### config.mk
export PLATFORM = sky130hd
export DESIGN_NAME = epss_sched
export DESIGN_NICKNAME = d
export VERILOG_FILES = /design/src/design/epss_pkg.sv /design/src/design/epss_child_table.sv /design/src/design/epss_sched.sv /design/src/design/epss_tick_gen.sv
export VERILOG_INCLUDE_DIRS = /design/src /design/src/design
export SDC_FILE = /design/constraint.sdc
export NUM_CORES = 1
export LEC_CHECK = 0
export BUFFER_PORTS_ARGS = -buffer_cell sky130_fd_sc_hd__buf_2
export CELL_PAD_IN_SITES_DETAIL_PLACEMENT = 1
export CELL_PAD_IN_SITES_GLOBAL_PLACEMENT = 1
export CORE_MARGIN = 2
export CORE_UTILIZATION = 46
export DETAILED_ROUTE_END_ITERATION = 7
export PLACE_DENSITY_LB_ADDON = 0.3
export SETUP_SLACK_MARGIN = 0.05
export SYNTH_ARGS = -nofsm -noshare
export SYNTH_HDL_FRONTEND = slang
export SYNTH_SLANG_ARGS = --single-unit
### constraint.sdc
create_clock -name aclk -period 6 [get_ports aclk]
set_clock_uncertainty 0.05 [all_clocks]
set_input_delay 0.3 -clock aclk [delete_from_list [all_inputs] [get_ports aclk]]
set_output_delay 0.3 -clock aclk [all_outputs]
set_load 0.005 [all_outputs]
### src/design/epss_defines.svh
/*
  Register offsets, field positions, reset values and timing figures of the poll/sleep scheduler.
  Assumes a 20 MHz system clock and an 8-bit byte address on the register bus.
*/
`ifndef EPSS_DEFINES_SVH
`define EPSS_DEFINES_SVH

// register byte offsets
`define EPSS_OFF_CTRL       8'h00
`define EPSS_OFF_CHILD_TMO  8'h04
`define EPSS_OFF_IDLE_POLL  8'h08
`define EPSS_OFF_REJOIN     8'h0C
`define EPSS_OFF_DOZE       8'h10
`define EPSS_OFF_AWAKE_POLL 8'h14
`define EPSS_OFF_STANDBY    8'h18
`define EPSS_OFF_STATUS     8'h1C
`define EPSS_OFF_CMD        8'h20
`define EPSS_OFF_LINK_KEY   8'h30
`define EPSS_OFF_NWK_KEY    8'h40

// field positions
`define EPSS_CTRL_SEC_BIT   4
`define EPSS_CMD_REFRESH    0

// node type codes
`define EPSS_NT_COORD       3'h1
`define EPSS_NT_END         3'h3
`define EPSS_NT_SLEEPY      3'h4

// reset values
`define EPSS_RST_CHILD_TMO  8'h3C
`define EPSS_RST_IDLE_POLL  8'h05
`define EPSS_RST_REJOIN     8'h0A
`define EPSS_RST_DOZE       8'h08
`define EPSS_RST_AWAKE_POLL 16'h0064
`define EPSS_RST_STANDBY    8'h05
`define EPSS_RST_CHANNEL    5'h0C
`define EPSS_RST_KEY        128'hFFFFFFFFFFFFFFFFFFFFFFFFFFFFFFFF

// timing
`define EPSS_CLK_PERIOD_NS  50
`define EPSS_MS_NS          1000000
`define EPSS_MS_CYCLES      (`EPSS_MS_NS / `EPSS_CLK_PERIOD_NS)
`define EPSS_MS_PER_QTR     8'hFA
`define EPSS_QTR_PER_SEC    2'h3
`define EPSS_BLINK_QTRS     2'h2

// bus answers
`define EPSS_RESP_OKAY      2'h0
`define EPSS_RESP_SLVERR    2'h2

`endif

### src/design/epss_pkg.sv
/*
  Types of the poll/sleep scheduler: leaf state codes and the message carriers from the radio side.
  Assumes the defines header supplies all numeric constants.
*/
package epss_pkg;

  // one-hot leaf node states
  typedef enum logic [3:0] {
    ST_OFF    = 4'h1,
    ST_ACTIVE = 4'h2,
    ST_DOZE   = 4'h4,
    ST_AWAKE  = 4'h8
  } epss_state_t;

  // key carried by a join request or a key update broadcast
  typedef struct packed {
    logic         valid;
    logic [127:0] key;
  } epss_key_msg_t;

  // child poll or registration event at the parent
  typedef struct packed {
    logic       valid;
    logic [1:0] id;
  } epss_child_ev_t;

  // channel change message from the network manager
  typedef struct packed {
    logic       valid;
    logic [4:0] chan;
  } epss_chan_msg_t;

endpackage

### src/design/epss_child_table.sv
/*
  Parent-side child table: four slots, each aged in seconds since its child last polled.
  Assumes a one-cycle second tick and one poll or registration event per cycle at most.
*/
`timescale 1ns/10ps

module epss_child_table (
  input  wire logic                    aclk,
  input  wire logic                    aresetn,
  input  wire logic                    sec_tick,
  input  wire logic [7:0]              timeout,
  input  wire epss_pkg::epss_child_ev_t reg_ev,
  input  wire epss_pkg::epss_child_ev_t poll_ev,
  output logic [3:0]                   present
);

  logic [7:0] age [4];

  // a registration, or a poll of a present slot, refreshes the slot; an expired slot is dropped
  always_ff @(posedge aclk) begin
    for (int i = 0; i < 4; i++) begin
      if (!aresetn) begin
        age[i]     <= 8'h00;
        present[i] <= 1'b0;
      end else if ((reg_ev.valid && reg_ev.id == 2'(i)) ||
                   (poll_ev.valid && poll_ev.id == 2'(i) && present[i])) begin
        age[i]     <= 8'h00;
        present[i] <= 1'b1;
      end else if (present[i] && sec_tick) begin
        age[i] <= age[i] + 8'h01;
        if (age[i] + 8'h01 >= timeout) begin
          present[i] <= 1'b0; // RULE2
        end
      end
    end
  end

endmodule

### src/design/epss_sched.sv
/*
  Poll and sleep scheduler of a wireless leaf node, with parent child-table aging,
  key storage, channel tracking and an AXI4-Lite register slave.
  Assumes the radio stack reports join, link, data and network messages as single-cycle
  pulses or levels synchronous to aclk.
*/
`timescale 1ns/10ps
`include "epss_defines.svh"

// Overview of operation
// RULE1: parent keeps a child poll timeout in seconds, 60 after reset.
// RULE2: a child silent past the timeout is dropped and no longer relayed.
// RULE3: a plain leaf node polls its parent every idle interval, 5 s default.
// RULE4: software should keep the poll interval within the parent timeout.
// RULE5: after the rejoin timeout of lost link, 10 s default, request a rejoin.
// RULE6: a plain leaf node never sleeps and keeps its radio on.
// RULE7: a sleeping node turns its radio off for the doze length, 8 quarters.
// RULE8: a sleeping node ignores the idle interval and cycles on the doze length.
// RULE9: doze expiry, button press or serial data wakes a sleeping node.
// RULE10: awake, the node polls every awake interval in ms, 100 default.
// RULE11: awake, the node sleeps again after the standby timeout without data.
// RULE12: any serial or radio data while awake restarts the standby timer.
// RULE13: the host should wake the node by button before sending serial data.
// RULE14: security level is 0 for none or 1 for network layer protection.
// RULE15: trust center denies a join whose link key differs; key resets to ones.
// RULE16: the network key protects all network traffic; set on the coordinator.
// RULE17: a key update is only stored; a later key switch makes it active.
// RULE18: a channel change message moves the node to the given channel.
// RULE19: once joined, the power indicator blinks.
// RULE20: all timers run from clock-derived ticks and restart on reset.
module epss_sched #(
  parameter int MS_CYCLES = `EPSS_MS_CYCLES
) (
  input  wire logic                    aclk,
  input  wire logic                    aresetn,
  // register bus
  input  wire logic [7:0]              awaddr,
  input  wire logic                    awvalid,
  output logic                         awready,
  input  wire logic [31:0]             wdata,
  input  wire logic [3:0]              wstrb,
  input  wire logic                    wvalid,
  output logic                         wready,
  output logic [1:0]                   bresp,
  output logic                         bvalid,
  input  wire logic                    bready,
  input  wire logic [7:0]              araddr,
  input  wire logic                    arvalid,
  output logic                         arready,
  output logic [31:0]                  rdata,
  output logic [1:0]                   rresp,
  output logic                         rvalid,
  input  wire logic                    rready,
  // radio and host side events
  input  wire logic                    joined,
  input  wire logic                    link_up,
  input  wire logic                    rf_data,
  input  wire logic                    serial_data,
  input  wire logic                    button,
  input  wire logic                    key_switch,
  input  wire epss_pkg::epss_key_msg_t  key_update,
  input  wire epss_pkg::epss_key_msg_t  join_req,
  input  wire epss_pkg::epss_chan_msg_t chan_msg,
  input  wire epss_pkg::epss_child_ev_t child_reg,
  input  wire epss_pkg::epss_child_ev_t child_poll,
  input  wire logic [1:0]              relay_id,
  // outputs
  output logic                         poll_req,
  output logic                         rejoin_req,
  output logic                         radio_on,
  output logic                         power_led,
  output logic                         join_grant,
  output logic                         join_deny,
  output logic                         key_refresh_req,
  output logic                         security_on,
  output logic [127:0]                 nwk_key,
  output logic [4:0]                   channel,
  output logic                         relay_ok
);

  // byte-lane merge of a register word
  function automatic logic [31:0] merge(input logic [31:0] old, input logic [31:0] nw,
                                        input logic [3:0] strb);
    for (int b = 0; b < 4; b++) begin
      merge[b*8 +: 8] = strb[b] ? nw[b*8 +: 8] : old[b*8 +: 8];
    end
  endfunction

  // interval end: the tick that brings the count up to the limit
  function automatic logic expire(input logic [15:0] cnt, input logic [15:0] limit,
                                  input logic tick);
    expire = tick && (cnt + 16'h0001 >= limit);
  endfunction

  // configuration and state
  logic [2:0]            node_type;
  logic                  sec_level;
  logic [7:0]            child_tmo;
  logic [7:0]            idle_poll;
  logic [7:0]            rejoin_tmo;
  logic [7:0]            doze_len;
  logic [15:0]           awake_poll;
  logic [7:0]            standby_tmo;
  logic [127:0]          link_key;
  logic [127:0]          pend_key;
  logic                  key_pending;
  epss_pkg::epss_state_t state;
  epss_pkg::epss_state_t next_state;
  logic [15:0]           period_cnt;
  logic [15:0]           standby_cnt;
  logic [15:0]           rejoin_cnt;
  logic [1:0]            blink_cnt;
  logic                  blink;
  logic [3:0]            present;
  logic                  ms_tick;
  logic                  qtr_tick;
  logic                  sec_tick;

  epss_tick_gen #(
    .MS_CYCLES (MS_CYCLES)
  ) u_ticks (
    .aclk     (aclk),
    .aresetn  (aresetn),
    .ms_tick  (ms_tick),
    .qtr_tick (qtr_tick),
    .sec_tick (sec_tick)
  );

  epss_child_table u_children (
    .aclk     (aclk),
    .aresetn  (aresetn),
    .sec_tick (sec_tick),
    .timeout  (child_tmo),
    .reg_ev   (child_reg),
    .poll_ev  (child_poll),
    .present  (present)
  );

  // write channel: both address and data must be offered before either is taken
  wire        wr_en  = awvalid && wvalid && !bvalid;
  wire [7:0]  wa     = awaddr & 8'hFC;
  wire        wa_key = (wa & 8'hF0) == `EPSS_OFF_LINK_KEY;
  wire        wa_nwk = (wa & 8'hF0) == `EPSS_OFF_NWK_KEY;
  wire [6:0]  kbase  = {awaddr[3:2], 5'h00};
  wire        wa_ok  = wa_key || wa_nwk || (wa <= `EPSS_OFF_CMD && wa != `EPSS_OFF_STATUS);
  wire        wr_ctl = wr_en && wa == `EPSS_OFF_CTRL;
  wire        wr_cmd = wr_en && wa == `EPSS_OFF_CMD && wstrb[0];
  assign awready = wr_en;
  assign wready  = wr_en;

  // read channel: one read outstanding, answered one cycle after address
  wire [7:0]  ra = araddr & 8'hFC;
  assign arready = !rvalid;

  // read mux; keys are write-only so they never leak onto the bus
  logic [31:0] rd_word;
  logic        rd_ok;
  always_comb begin
    rd_ok   = 1'b1;
    rd_word = 32'h00000000;
    case (ra)
      `EPSS_OFF_CTRL:       rd_word = {27'h0, sec_level, 1'b0, node_type};
      `EPSS_OFF_CHILD_TMO:  rd_word = {24'h0, child_tmo};
      `EPSS_OFF_IDLE_POLL:  rd_word = {24'h0, idle_poll};
      `EPSS_OFF_REJOIN:     rd_word = {24'h0, rejoin_tmo};
      `EPSS_OFF_DOZE:       rd_word = {24'h0, doze_len};
      `EPSS_OFF_AWAKE_POLL: rd_word = {16'h0, awake_poll};
      `EPSS_OFF_STANDBY:    rd_word = {24'h0, standby_tmo};
      `EPSS_OFF_STATUS:     rd_word = {11'h0, channel, 4'h0, present,
                                       1'b0, key_pending, link_up, joined, 4'(state)};
      `EPSS_OFF_CMD:        rd_word = 32'h00000000;
      default:              rd_ok   = ((ra & 8'hF0) == `EPSS_OFF_LINK_KEY) ||
                                      ((ra & 8'hF0) == `EPSS_OFF_NWK_KEY);
    endcase
  end

  // bus responses
  always_ff @(posedge aclk) begin
    if (!aresetn) begin
      bvalid <= 1'b0;
      bresp  <= `EPSS_RESP_OKAY;
      rvalid <= 1'b0;
      rresp  <= `EPSS_RESP_OKAY;
      rdata  <= 32'h00000000;
    end else begin
      if (wr_en) begin
        bvalid <= 1'b1;
        bresp  <= wa_ok ? `EPSS_RESP_OKAY : `EPSS_RESP_SLVERR;
      end else if (bready) begin
        bvalid <= 1'b0;
      end
      if (arvalid && arready) begin
        rvalid <= 1'b1;
        rdata  <= rd_word;
        rresp  <= rd_ok ? `EPSS_RESP_OKAY : `EPSS_RESP_SLVERR;
      end else if (rready) begin
        rvalid <= 1'b0;
      end
    end
  end

  // configuration registers
  always_ff @(posedge aclk) begin
    if (!aresetn) begin
      node_type   <= 3'h0;
      sec_level   <= 1'b0;
      child_tmo   <= `EPSS_RST_CHILD_TMO;  // RULE1
      idle_poll   <= `EPSS_RST_IDLE_POLL;  // RULE3
      rejoin_tmo  <= `EPSS_RST_REJOIN;     // RULE5
      doze_len    <= `EPSS_RST_DOZE;       // RULE7
      awake_poll  <= `EPSS_RST_AWAKE_POLL; // RULE10
      standby_tmo <= `EPSS_RST_STANDBY;    // RULE11
    end else if (wr_en) begin
      if (wr_ctl && wstrb[0]) begin
        node_type <= wdata[2:0];
        sec_level <= wdata[`EPSS_CTRL_SEC_BIT]; // RULE14
      end
      case (wa)
        `EPSS_OFF_CHILD_TMO:  child_tmo   <= 8'(merge({24'h0, child_tmo}, wdata, wstrb));
        `EPSS_OFF_IDLE_POLL:  idle_poll   <= 8'(merge({24'h0, idle_poll}, wdata, wstrb));
        `EPSS_OFF_REJOIN:     rejoin_tmo  <= 8'(merge({24'h0, rejoin_tmo}, wdata, wstrb));
        `EPSS_OFF_DOZE:       doze_len    <= 8'(merge({24'h0, doze_len}, wdata, wstrb));
        `EPSS_OFF_AWAKE_POLL: awake_poll  <= 16'(merge({16'h0, awake_poll}, wdata, wstrb));
        `EPSS_OFF_STANDBY:    standby_tmo <= 8'(merge({24'h0, standby_tmo}, wdata, wstrb));
        default:              ;
      endcase
    end
  end
  assign security_on = sec_level;

  // keys: a key switch with an update pending wins over a software write to the network key in the same cycle
  always_ff @(posedge aclk) begin
    if (!aresetn) begin
      link_key    <= `EPSS_RST_KEY; // RULE15
      nwk_key     <= `EPSS_RST_KEY;
      pend_key    <= `EPSS_RST_KEY;
      key_pending <= 1'b0;
    end else begin
      if (wr_en && wa_key) begin
        link_key[kbase +: 32] <= merge(link_key[kbase +: 32], wdata, wstrb);
      end
      if (key_switch && key_pending) begin
        nwk_key <= pend_key; // RULE17
      end else if (wr_en && wa_nwk) begin
        nwk_key[kbase +: 32] <= merge(nwk_key[kbase +: 32], wdata, wstrb); // RULE16
      end
      if (key_update.valid) begin
        pend_key    <= key_update.key; // RULE17
        key_pending <= 1'b1;
      end else if (key_switch) begin
        key_pending <= 1'b0;
      end
    end
  end

  // trust center join check, channel moves and the refresh command
  always_ff @(posedge aclk) begin
    if (!aresetn) begin
      join_grant      <= 1'b0;
      join_deny       <= 1'b0;
      channel         <= `EPSS_RST_CHANNEL;
      key_refresh_req <= 1'b0;
    end else begin
      join_grant      <= join_req.valid && node_type == `EPSS_NT_COORD &&
                         join_req.key == link_key;
      join_deny       <= join_req.valid && node_type == `EPSS_NT_COORD &&
                         join_req.key != link_key; // RULE15
      key_refresh_req <= wr_cmd && wdata[`EPSS_CMD_REFRESH];
      if (chan_msg.valid) begin
        channel <= chan_msg.chan; // RULE18
      end
    end
  end

  // relaying only for children still in the table
  assign relay_ok = present[relay_id]; // RULE2

  // leaf node state decode
  wire is_leaf   = node_type == `EPSS_NT_END || node_type == `EPSS_NT_SLEEPY;
  wire is_sleepy = node_type == `EPSS_NT_SLEEPY;
  wire activity  = rf_data || serial_data;
  wire idle_hit  = expire(period_cnt, {8'h0, idle_poll}, sec_tick);
  wire doze_hit  = expire(period_cnt, {8'h0, doze_len}, qtr_tick);
  wire awake_hit = expire(period_cnt, awake_poll, ms_tick);
  wire stby_hit  = !activity && sec_tick && standby_cnt >= {8'h0, standby_tmo};
  wire wake      = doze_hit || button || serial_data; // RULE9

  // leaf node state transitions
  always_comb begin
    next_state = state;
    case (state)
      epss_pkg::ST_OFF: begin
        if (joined && is_leaf) begin
          next_state = is_sleepy ? epss_pkg::ST_AWAKE : epss_pkg::ST_ACTIVE;
        end
      end
      epss_pkg::ST_ACTIVE: begin
        if (!joined || !is_leaf || is_sleepy) begin
          next_state = epss_pkg::ST_OFF; // RULE6
        end
      end
      epss_pkg::ST_AWAKE: begin
        if (!joined || !is_sleepy) begin
          next_state = epss_pkg::ST_OFF;
        end else if (stby_hit) begin
          next_state = epss_pkg::ST_DOZE; // RULE11
        end
      end
      epss_pkg::ST_DOZE: begin
        if (!joined || !is_sleepy) begin
          next_state = epss_pkg::ST_OFF;
        end else if (wake) begin
          next_state = epss_pkg::ST_AWAKE; // RULE9
        end
      end
      default: next_state = epss_pkg::ST_OFF;
    endcase
  end

  // period counter: seconds when active, quarters dozing, ms awake
  always_ff @(posedge aclk) begin
    if (!aresetn || next_state != state) begin
      period_cnt <= 16'h0000; // RULE20
    end else if ((state == epss_pkg::ST_ACTIVE && idle_hit) ||
                 (state == epss_pkg::ST_AWAKE && awake_hit)) begin
      period_cnt <= 16'h0000;
    end else if ((state == epss_pkg::ST_ACTIVE && sec_tick) ||  // RULE3
                 (state == epss_pkg::ST_DOZE && qtr_tick) ||    // RULE8
                 (state == epss_pkg::ST_AWAKE && ms_tick)) begin // RULE10
      period_cnt <= period_cnt + 16'h0001;
    end
  end

  // standby counter, cleared by any data exchange
  always_ff @(posedge aclk) begin
    if (!aresetn || state != epss_pkg::ST_AWAKE || activity) begin
      standby_cnt <= 16'h0000; // RULE12
    end else if (sec_tick) begin
      standby_cnt <= standby_cnt + 16'h0001;
    end
  end

  // state, poll and rejoin outputs; a dozing node is not rejoining with its radio off
  wire link_lost = joined && is_leaf && !link_up && state != epss_pkg::ST_DOZE;
  wire rejoin_hit = expire(rejoin_cnt, {8'h0, rejoin_tmo}, sec_tick);
  always_ff @(posedge aclk) begin
    if (!aresetn) begin
      state      <= epss_pkg::ST_OFF;
      poll_req   <= 1'b0;
      rejoin_req <= 1'b0;
      rejoin_cnt <= 16'h0000;
    end else begin
      state      <= next_state;
      poll_req   <= (state == epss_pkg::ST_ACTIVE && idle_hit) ||   // RULE3
                    (state == epss_pkg::ST_AWAKE && awake_hit) ||   // RULE10
                    (state == epss_pkg::ST_DOZE && doze_hit);       // RULE8
      rejoin_req <= link_lost && rejoin_hit; // RULE5
      if (!link_lost || rejoin_hit) begin
        rejoin_cnt <= 16'h0000;
      end else if (sec_tick) begin
        rejoin_cnt <= rejoin_cnt + 16'h0001;
      end
    end
  end

  // radio off only while dozing; a plain leaf never reaches that state
  assign radio_on = state != epss_pkg::ST_DOZE; // RULE7

  // power indicator: steady before joining, blinking after
  always_ff @(posedge aclk) begin
    if (!aresetn) begin
      blink_cnt <= 2'h0;
      blink     <= 1'b0;
      power_led <= 1'b0;
    end else begin
      if (qtr_tick) begin
        blink_cnt <= (blink_cnt == `EPSS_BLINK_QTRS - 2'h1) ? 2'h0 : blink_cnt + 2'h1;
        if (blink_cnt == `EPSS_BLINK_QTRS - 2'h1) begin
          blink <= !blink;
        end
      end
      power_led <= joined ? blink : 1'b1; // RULE19
    end
  end

endmodule

### src/design/epss_tick_gen.sv
/*
  Millisecond, quarter-second and second tick pulses from the system clock.
  Assumes a synchronous active-low reset; all ticks restart from zero on reset.
*/
`timescale 1ns/10ps
`include "epss_defines.svh"

module epss_tick_gen #(
  parameter int MS_CYCLES = `EPSS_MS_CYCLES
) (
  input  wire logic aclk,
  input  wire logic aresetn,
  output logic      ms_tick,
  output logic      qtr_tick,
  output logic      sec_tick
);

  logic [15:0] cyc_cnt;
  logic [7:0]  ms_cnt;
  logic [1:0]  qtr_cnt;
  wire         ms_end  = (cyc_cnt == 16'(MS_CYCLES - 1));
  wire         qtr_end = ms_end && (ms_cnt == `EPSS_MS_PER_QTR - 8'h01);
  wire         sec_end = qtr_end && (qtr_cnt == `EPSS_QTR_PER_SEC);

  // cascaded dividers, so the three ticks stay phase aligned
  always_ff @(posedge aclk) begin
    if (!aresetn) begin
      cyc_cnt  <= 16'h0000;
      ms_cnt   <= 8'h00;
      qtr_cnt  <= 2'h0;
      ms_tick  <= 1'b0;
      qtr_tick <= 1'b0;
      sec_tick <= 1'b0;
    end else begin
      cyc_cnt  <= ms_end ? 16'h0000 : cyc_cnt + 16'h0001; // RULE20
      ms_cnt   <= qtr_end ? 8'h00 : (ms_end ? ms_cnt + 8'h01 : ms_cnt);
      qtr_cnt  <= sec_end ? 2'h0 : (qtr_end ? qtr_cnt + 2'h1 : qtr_cnt);
      ms_tick  <= ms_end;
      qtr_tick <= qtr_end;
      sec_tick <= sec_end;
    end
  end

endmodule

==> impl.org <==
** Outcome
- Status :: complete, no violations

** Drt
- In the routed layout, each cell is associated on average with a via count of 6.207.
- In the routed design, unresolved DRC markers number 0.
- Dividing the detail-routed wire length by the instance count gives 27.73 µm.
- Antenna violation net count after detailed routing :: 0
- DRT Wirelength :: around 130000 µm
- Number of detailed-routing iterations run before antenna repair :: 6
- Initial detailed-routing violation count :: ~2700
- Via count :: 28868

** Timing
- The total count of hold-check failures in the final report is 0.
- Final period util :: 63.97%
- Finish-stage setup viols :: 0
- The number of pins exceeding their max-slew limit in the final report was 0.
- Crit path setup slack, layout :: 2.162 ns
- Setup Total Neg Slack :: 0 ns
- Achievable Freq :: 0.2605 GHz
- Remaining max-slew budget at the tightest pin :: 24.74%
- Post-Route Hold Slack :: 0.03419 ns
- Unrepaired setup endpoints after global routing :: no
- For the pin with the worst max-slew slack, the measured transition is 1.129 ns.
- Shortest clock period the worst path allows after layout :: 3.838 ns

** Placement
- OpenSTA, run right after detailed placement, puts the worst setup slack at 2.268 ns.
- In this run the cell area measured after placement is between 30000 and 40000 µm².
- Count of port buffers added during placement :: 502
- Routability-driven placement finished with a final weighted congestion of about 0.94.
- Summed over all nets, the half-perimeter wirelength after detailed placement is 82920 µm.

** GRT
- Vias in the first global route :: 30985
- The number of antenna violations at the first check in global routing was 11.
- The first global-routing pass estimated 190000 µm of wire.
- Global-route usage over all layers :: 36.97%
- Largest net degree at the start of global routing :: 194
- The total overflow left after global routing is 0.

** Worst setup path
- Arr. time, crit path :: approximately 4.3 ns
- STA puts the critical path data required time at 6.46 ns.
- The worst setup path is captured at a flip-flop.
- The critical path in this run is classified as reg2reg.
- Along the worst path, the maximum fanout reaches 16.
- The worst setup path is launched from a flip-flop.
- In this run the critical register-to-register path is captured at period_cnt[3].
- FF-to-FF Start :: period_cnt[0]
- Count of cells along the worst register-to-register path :: 12
- The setup check on the worst reg-to-reg path leaves a slack of 2.16 ns.

** Floorplanning
- Core region area :: 64230 µm²
- Initial standard-cell utilization of the core :: around 46%
- The die is 258.3 µm wide.
- Number of I/O pins :: 520
- Die outline height :: 258.3 µm
- The die covers ~67000 µm².
- Site row count :: between 90 and 100

** Layout
- # nets final :: approximately 4200
- Fraction of layout instances using a drive strength above 1 :: 19.09%
- Multi-input logic area :: 16260 µm²
- The layout has 7330 filler cells.
- Area Overhead vs Synth :: 22.42%
- Post-layout instance area :: 36430 µm²
- Register area :: 12350 µm²

** Yosys
- The top cell type by area accounts for 38.28% of the synthesized area.
- After synthesis, the netlist uses between 70 and 80 different library cells.
- Counting flops and latches in the post-synthesis netlist gives approximately 600.
- In this run, synthesis inferred 32 flip-flops with an integrated enable.
- Async S/R FF share, synth :: 0%
- Yosys warning count :: 0
- The mapped netlist covers between 20000 and 30000 µm².
- Synth Flop Type :: dfxtp_1
- Cell taking the most area after synthesis :: dfxtp_1
- Synthesis produced 3209 cells.
- The average instance in the mapped netlist occupies 9.273 µm².
- Sequential-to-total area share from yosys stat :: roughly two fifths
- Ranked by total cell area, the synthesized netlist is headed by dfxtp_1 38%, nand2_1 8.4%, mux2i_1 8.0%.

** Run
- Max-cap violation count :: 0

** Clock tree
- In this run the post-CTS setup repair buffer count came out at 0.
- TritonCTS created 68 clock buffers.
- CTS saw between 600 and 700 sinks.
- Hold repair after CTS inserted 144 buffers.
- Cell at the root of the clock tree :: clkbuf_16
- CTS H-tree lvls :: 3
- TritonCTS built the clock tree.
- The later pin in the worst-skew pair is clocked with a latency of 0.64 ns.
- Resized cells post-CTS :: 0
- Deepest clock path buffer count :: 3
- Clock slew at the register clock pins of the worst setup and hold paths :: 0.06 ns

** Hold path
- Capture endpoint of the worst hold path :: key_pending
- Class of the most critical hold timing path :: in2reg
- The startpoint identified for the worst hold timing path is key_switch.
- The worst hold path passes through 3 cells.

** Power
- Summed over all cells, the static leakage comes to 0.01590 µW.
- Power spread over the standard cell area amounts to approximately 260 nW/µm².
- The worst-case IR drop observed on VDD is 0.2663 mV.
- The design draws between 9000 and 10000 µW.
[area by class of cell]
class                      count  area share [%]
inverter                      83          0.8553
antenna                       14         0.09617
tap                          855           2.937
multi-input combinational   2307           44.65
sequential                   601           33.91
clock buffer                  95           5.320
timing repair buffer         673           11.50
clock inverter                23          0.7316
[how the worst max path moves through the flow]
stage	cells after the start	end	start	slack [ns]
global route	12	period_cnt[5]	period_cnt[0]	1.88
CTS	12	period_cnt[3]	period_cnt[0]	2.17
global placement	10	rejoin_cnt[7]	rejoin_cnt[2]	2.54
floorplan	10	rejoin_cnt[7]	rejoin_cnt[3]	3.05
detailed placement	12	period_cnt[3]	period_cnt[0]	2.27
finish	12	period_cnt[3]	period_cnt[0]	2.16
[cell usage after synthesis (11+ instances only)]
library cell / number
clkbuf_1: 174
or3_1: 21
a31oi_1: 11
nand2_1: 667
mux2i_1: 238
inv_1: 83
and3_1: 25
dfxtp_1: 569
mux4_2: 66
xnor2_1: 124
edfxtp_1: 32
nand2b_1: 21
a21o_1: 11
a22oi_1: 19
o2111ai_1: 130
nor2_1: 98
nand3_1: 110
nand4_1: 39
a211oi_1: 12
o21ai_0: 47
o211ai_1: 132
nor2b_1: 81
a21oi_1: 38
buf_1: 31
buf_4: 14
xor2_1: 97
a21boi_0: 34
nor4_1: 44
nor3_1: 22
ha_1: 98
[routing by layer]
layer	global-route usage (%)	vias to the layer above	routed length (µm)
li1	-	12498	-
met1	41.38	14333	46680
met2	62.75	1512	61810
met3	9.106	521	10940
met4	24.20	4	9496
met5	0	-	26
[registers in the layout, summed over array words and instances, names as in the netlist, 16 cells and up]
register	count
pend_key	128
u_children.age	32
u_ticks.cyc_cnt	16
awake_poll	16
rdata	21
nwk_key	128
period_cnt	16
rejoin_cnt	16
link_key	128
standby_cnt	16
[through the flow]
stage               cells  util [%]
floorplan            3221         -
global placement     4375     50.98
detailed placement   4375     50.98
CTS                  4637     56.66
global route         4648     56.70
finish               4651     56.71
[cell families (layout without fill, tap and decap cells)]
group / count (synthesis) / count (layout) / share of synthesized area, %
AOI/OAI and AO/OA: 499 / 499 / 12.68
DFF: 601 / 601 / 41.51
muxes: 305 / 305 / 13.04
buffers and inverters: 313 / 874 / 4.213
xor gates and xnor gates: 221 / 221 / 6.505
other: 1 / 27 / 0.01260
adders and majority gates: 98 / 98 / 4.121
and+or+nand+nor: 1171 / 1171 / 17.92
[worst max-delay path, cell delays in order (launching register included)]
cell and delay (ns):
dfxtp_1 0.51, ha_1 0.30, and3_1 0.26, and3_1 0.22, xor2_1 0.42, ha_1 0.35, o21ai_0 0.19, o22ai_1 0.12
nor3_1 0.17, o31ai_1 0.12, a21oi_1 0.18, nand2_1 0.41, nor4_1 0.42
[placed cells by master (no fill, tap or decap), types with 6 or more instances in the layout]
cell type | synthesis | layout
a211oi_1 | 12 | 12
a21boi_0 | 34 | 34
a21o_1 | 11 | 11
a21oi_1 | 38 | 34
a22oi_1 | 19 | 19
a31oi_1 | 11 | 11
and2_1 | 7 | 6
and3_1 | 25 | 25
and4_1 | 6 | 6
buf_2 | 8 | 498
buf_4 | 14 | 28
clkbuf_1 | 174 | 18
clkbuf_16 | 0 | 72
clkinv_2 | 0 | 13
conb_1 | 1 | 13
dfxtp_1 | 569 | 569
diode_2 | 0 | 14
dlygate4sd3_1 | 0 | 144
edfxtp_1 | 32 | 32
ha_1 | 98 | 98
inv_1 | 83 | 83
mux2i_1 | 238 | 238
mux4_2 | 66 | 66
nand2_1 | 667 | 667
nand2b_1 | 21 | 21
nand3_1 | 110 | 107
nand4_1 | 39 | 39
nor2_1 | 98 | 98
nor2b_1 | 81 | 81
nor3_1 | 22 | 22
nor4_1 | 44 | 44
o2111ai_1 | 130 | 130
o211ai_1 | 132 | 132
o21ai_0 | 47 | 47
o22ai_1 | 8 | 8
or3_1 | 21 | 21
xnor2_1 | 124 | 124
xor2_1 | 97 | 97
[where the power goes]
part | switching [µW] | internal, µW
sequential | 116 | 4150
combinational | 626 | 422
clock | 1820 | 2480
Note: power is estimated with default switching activity, not from simulation.
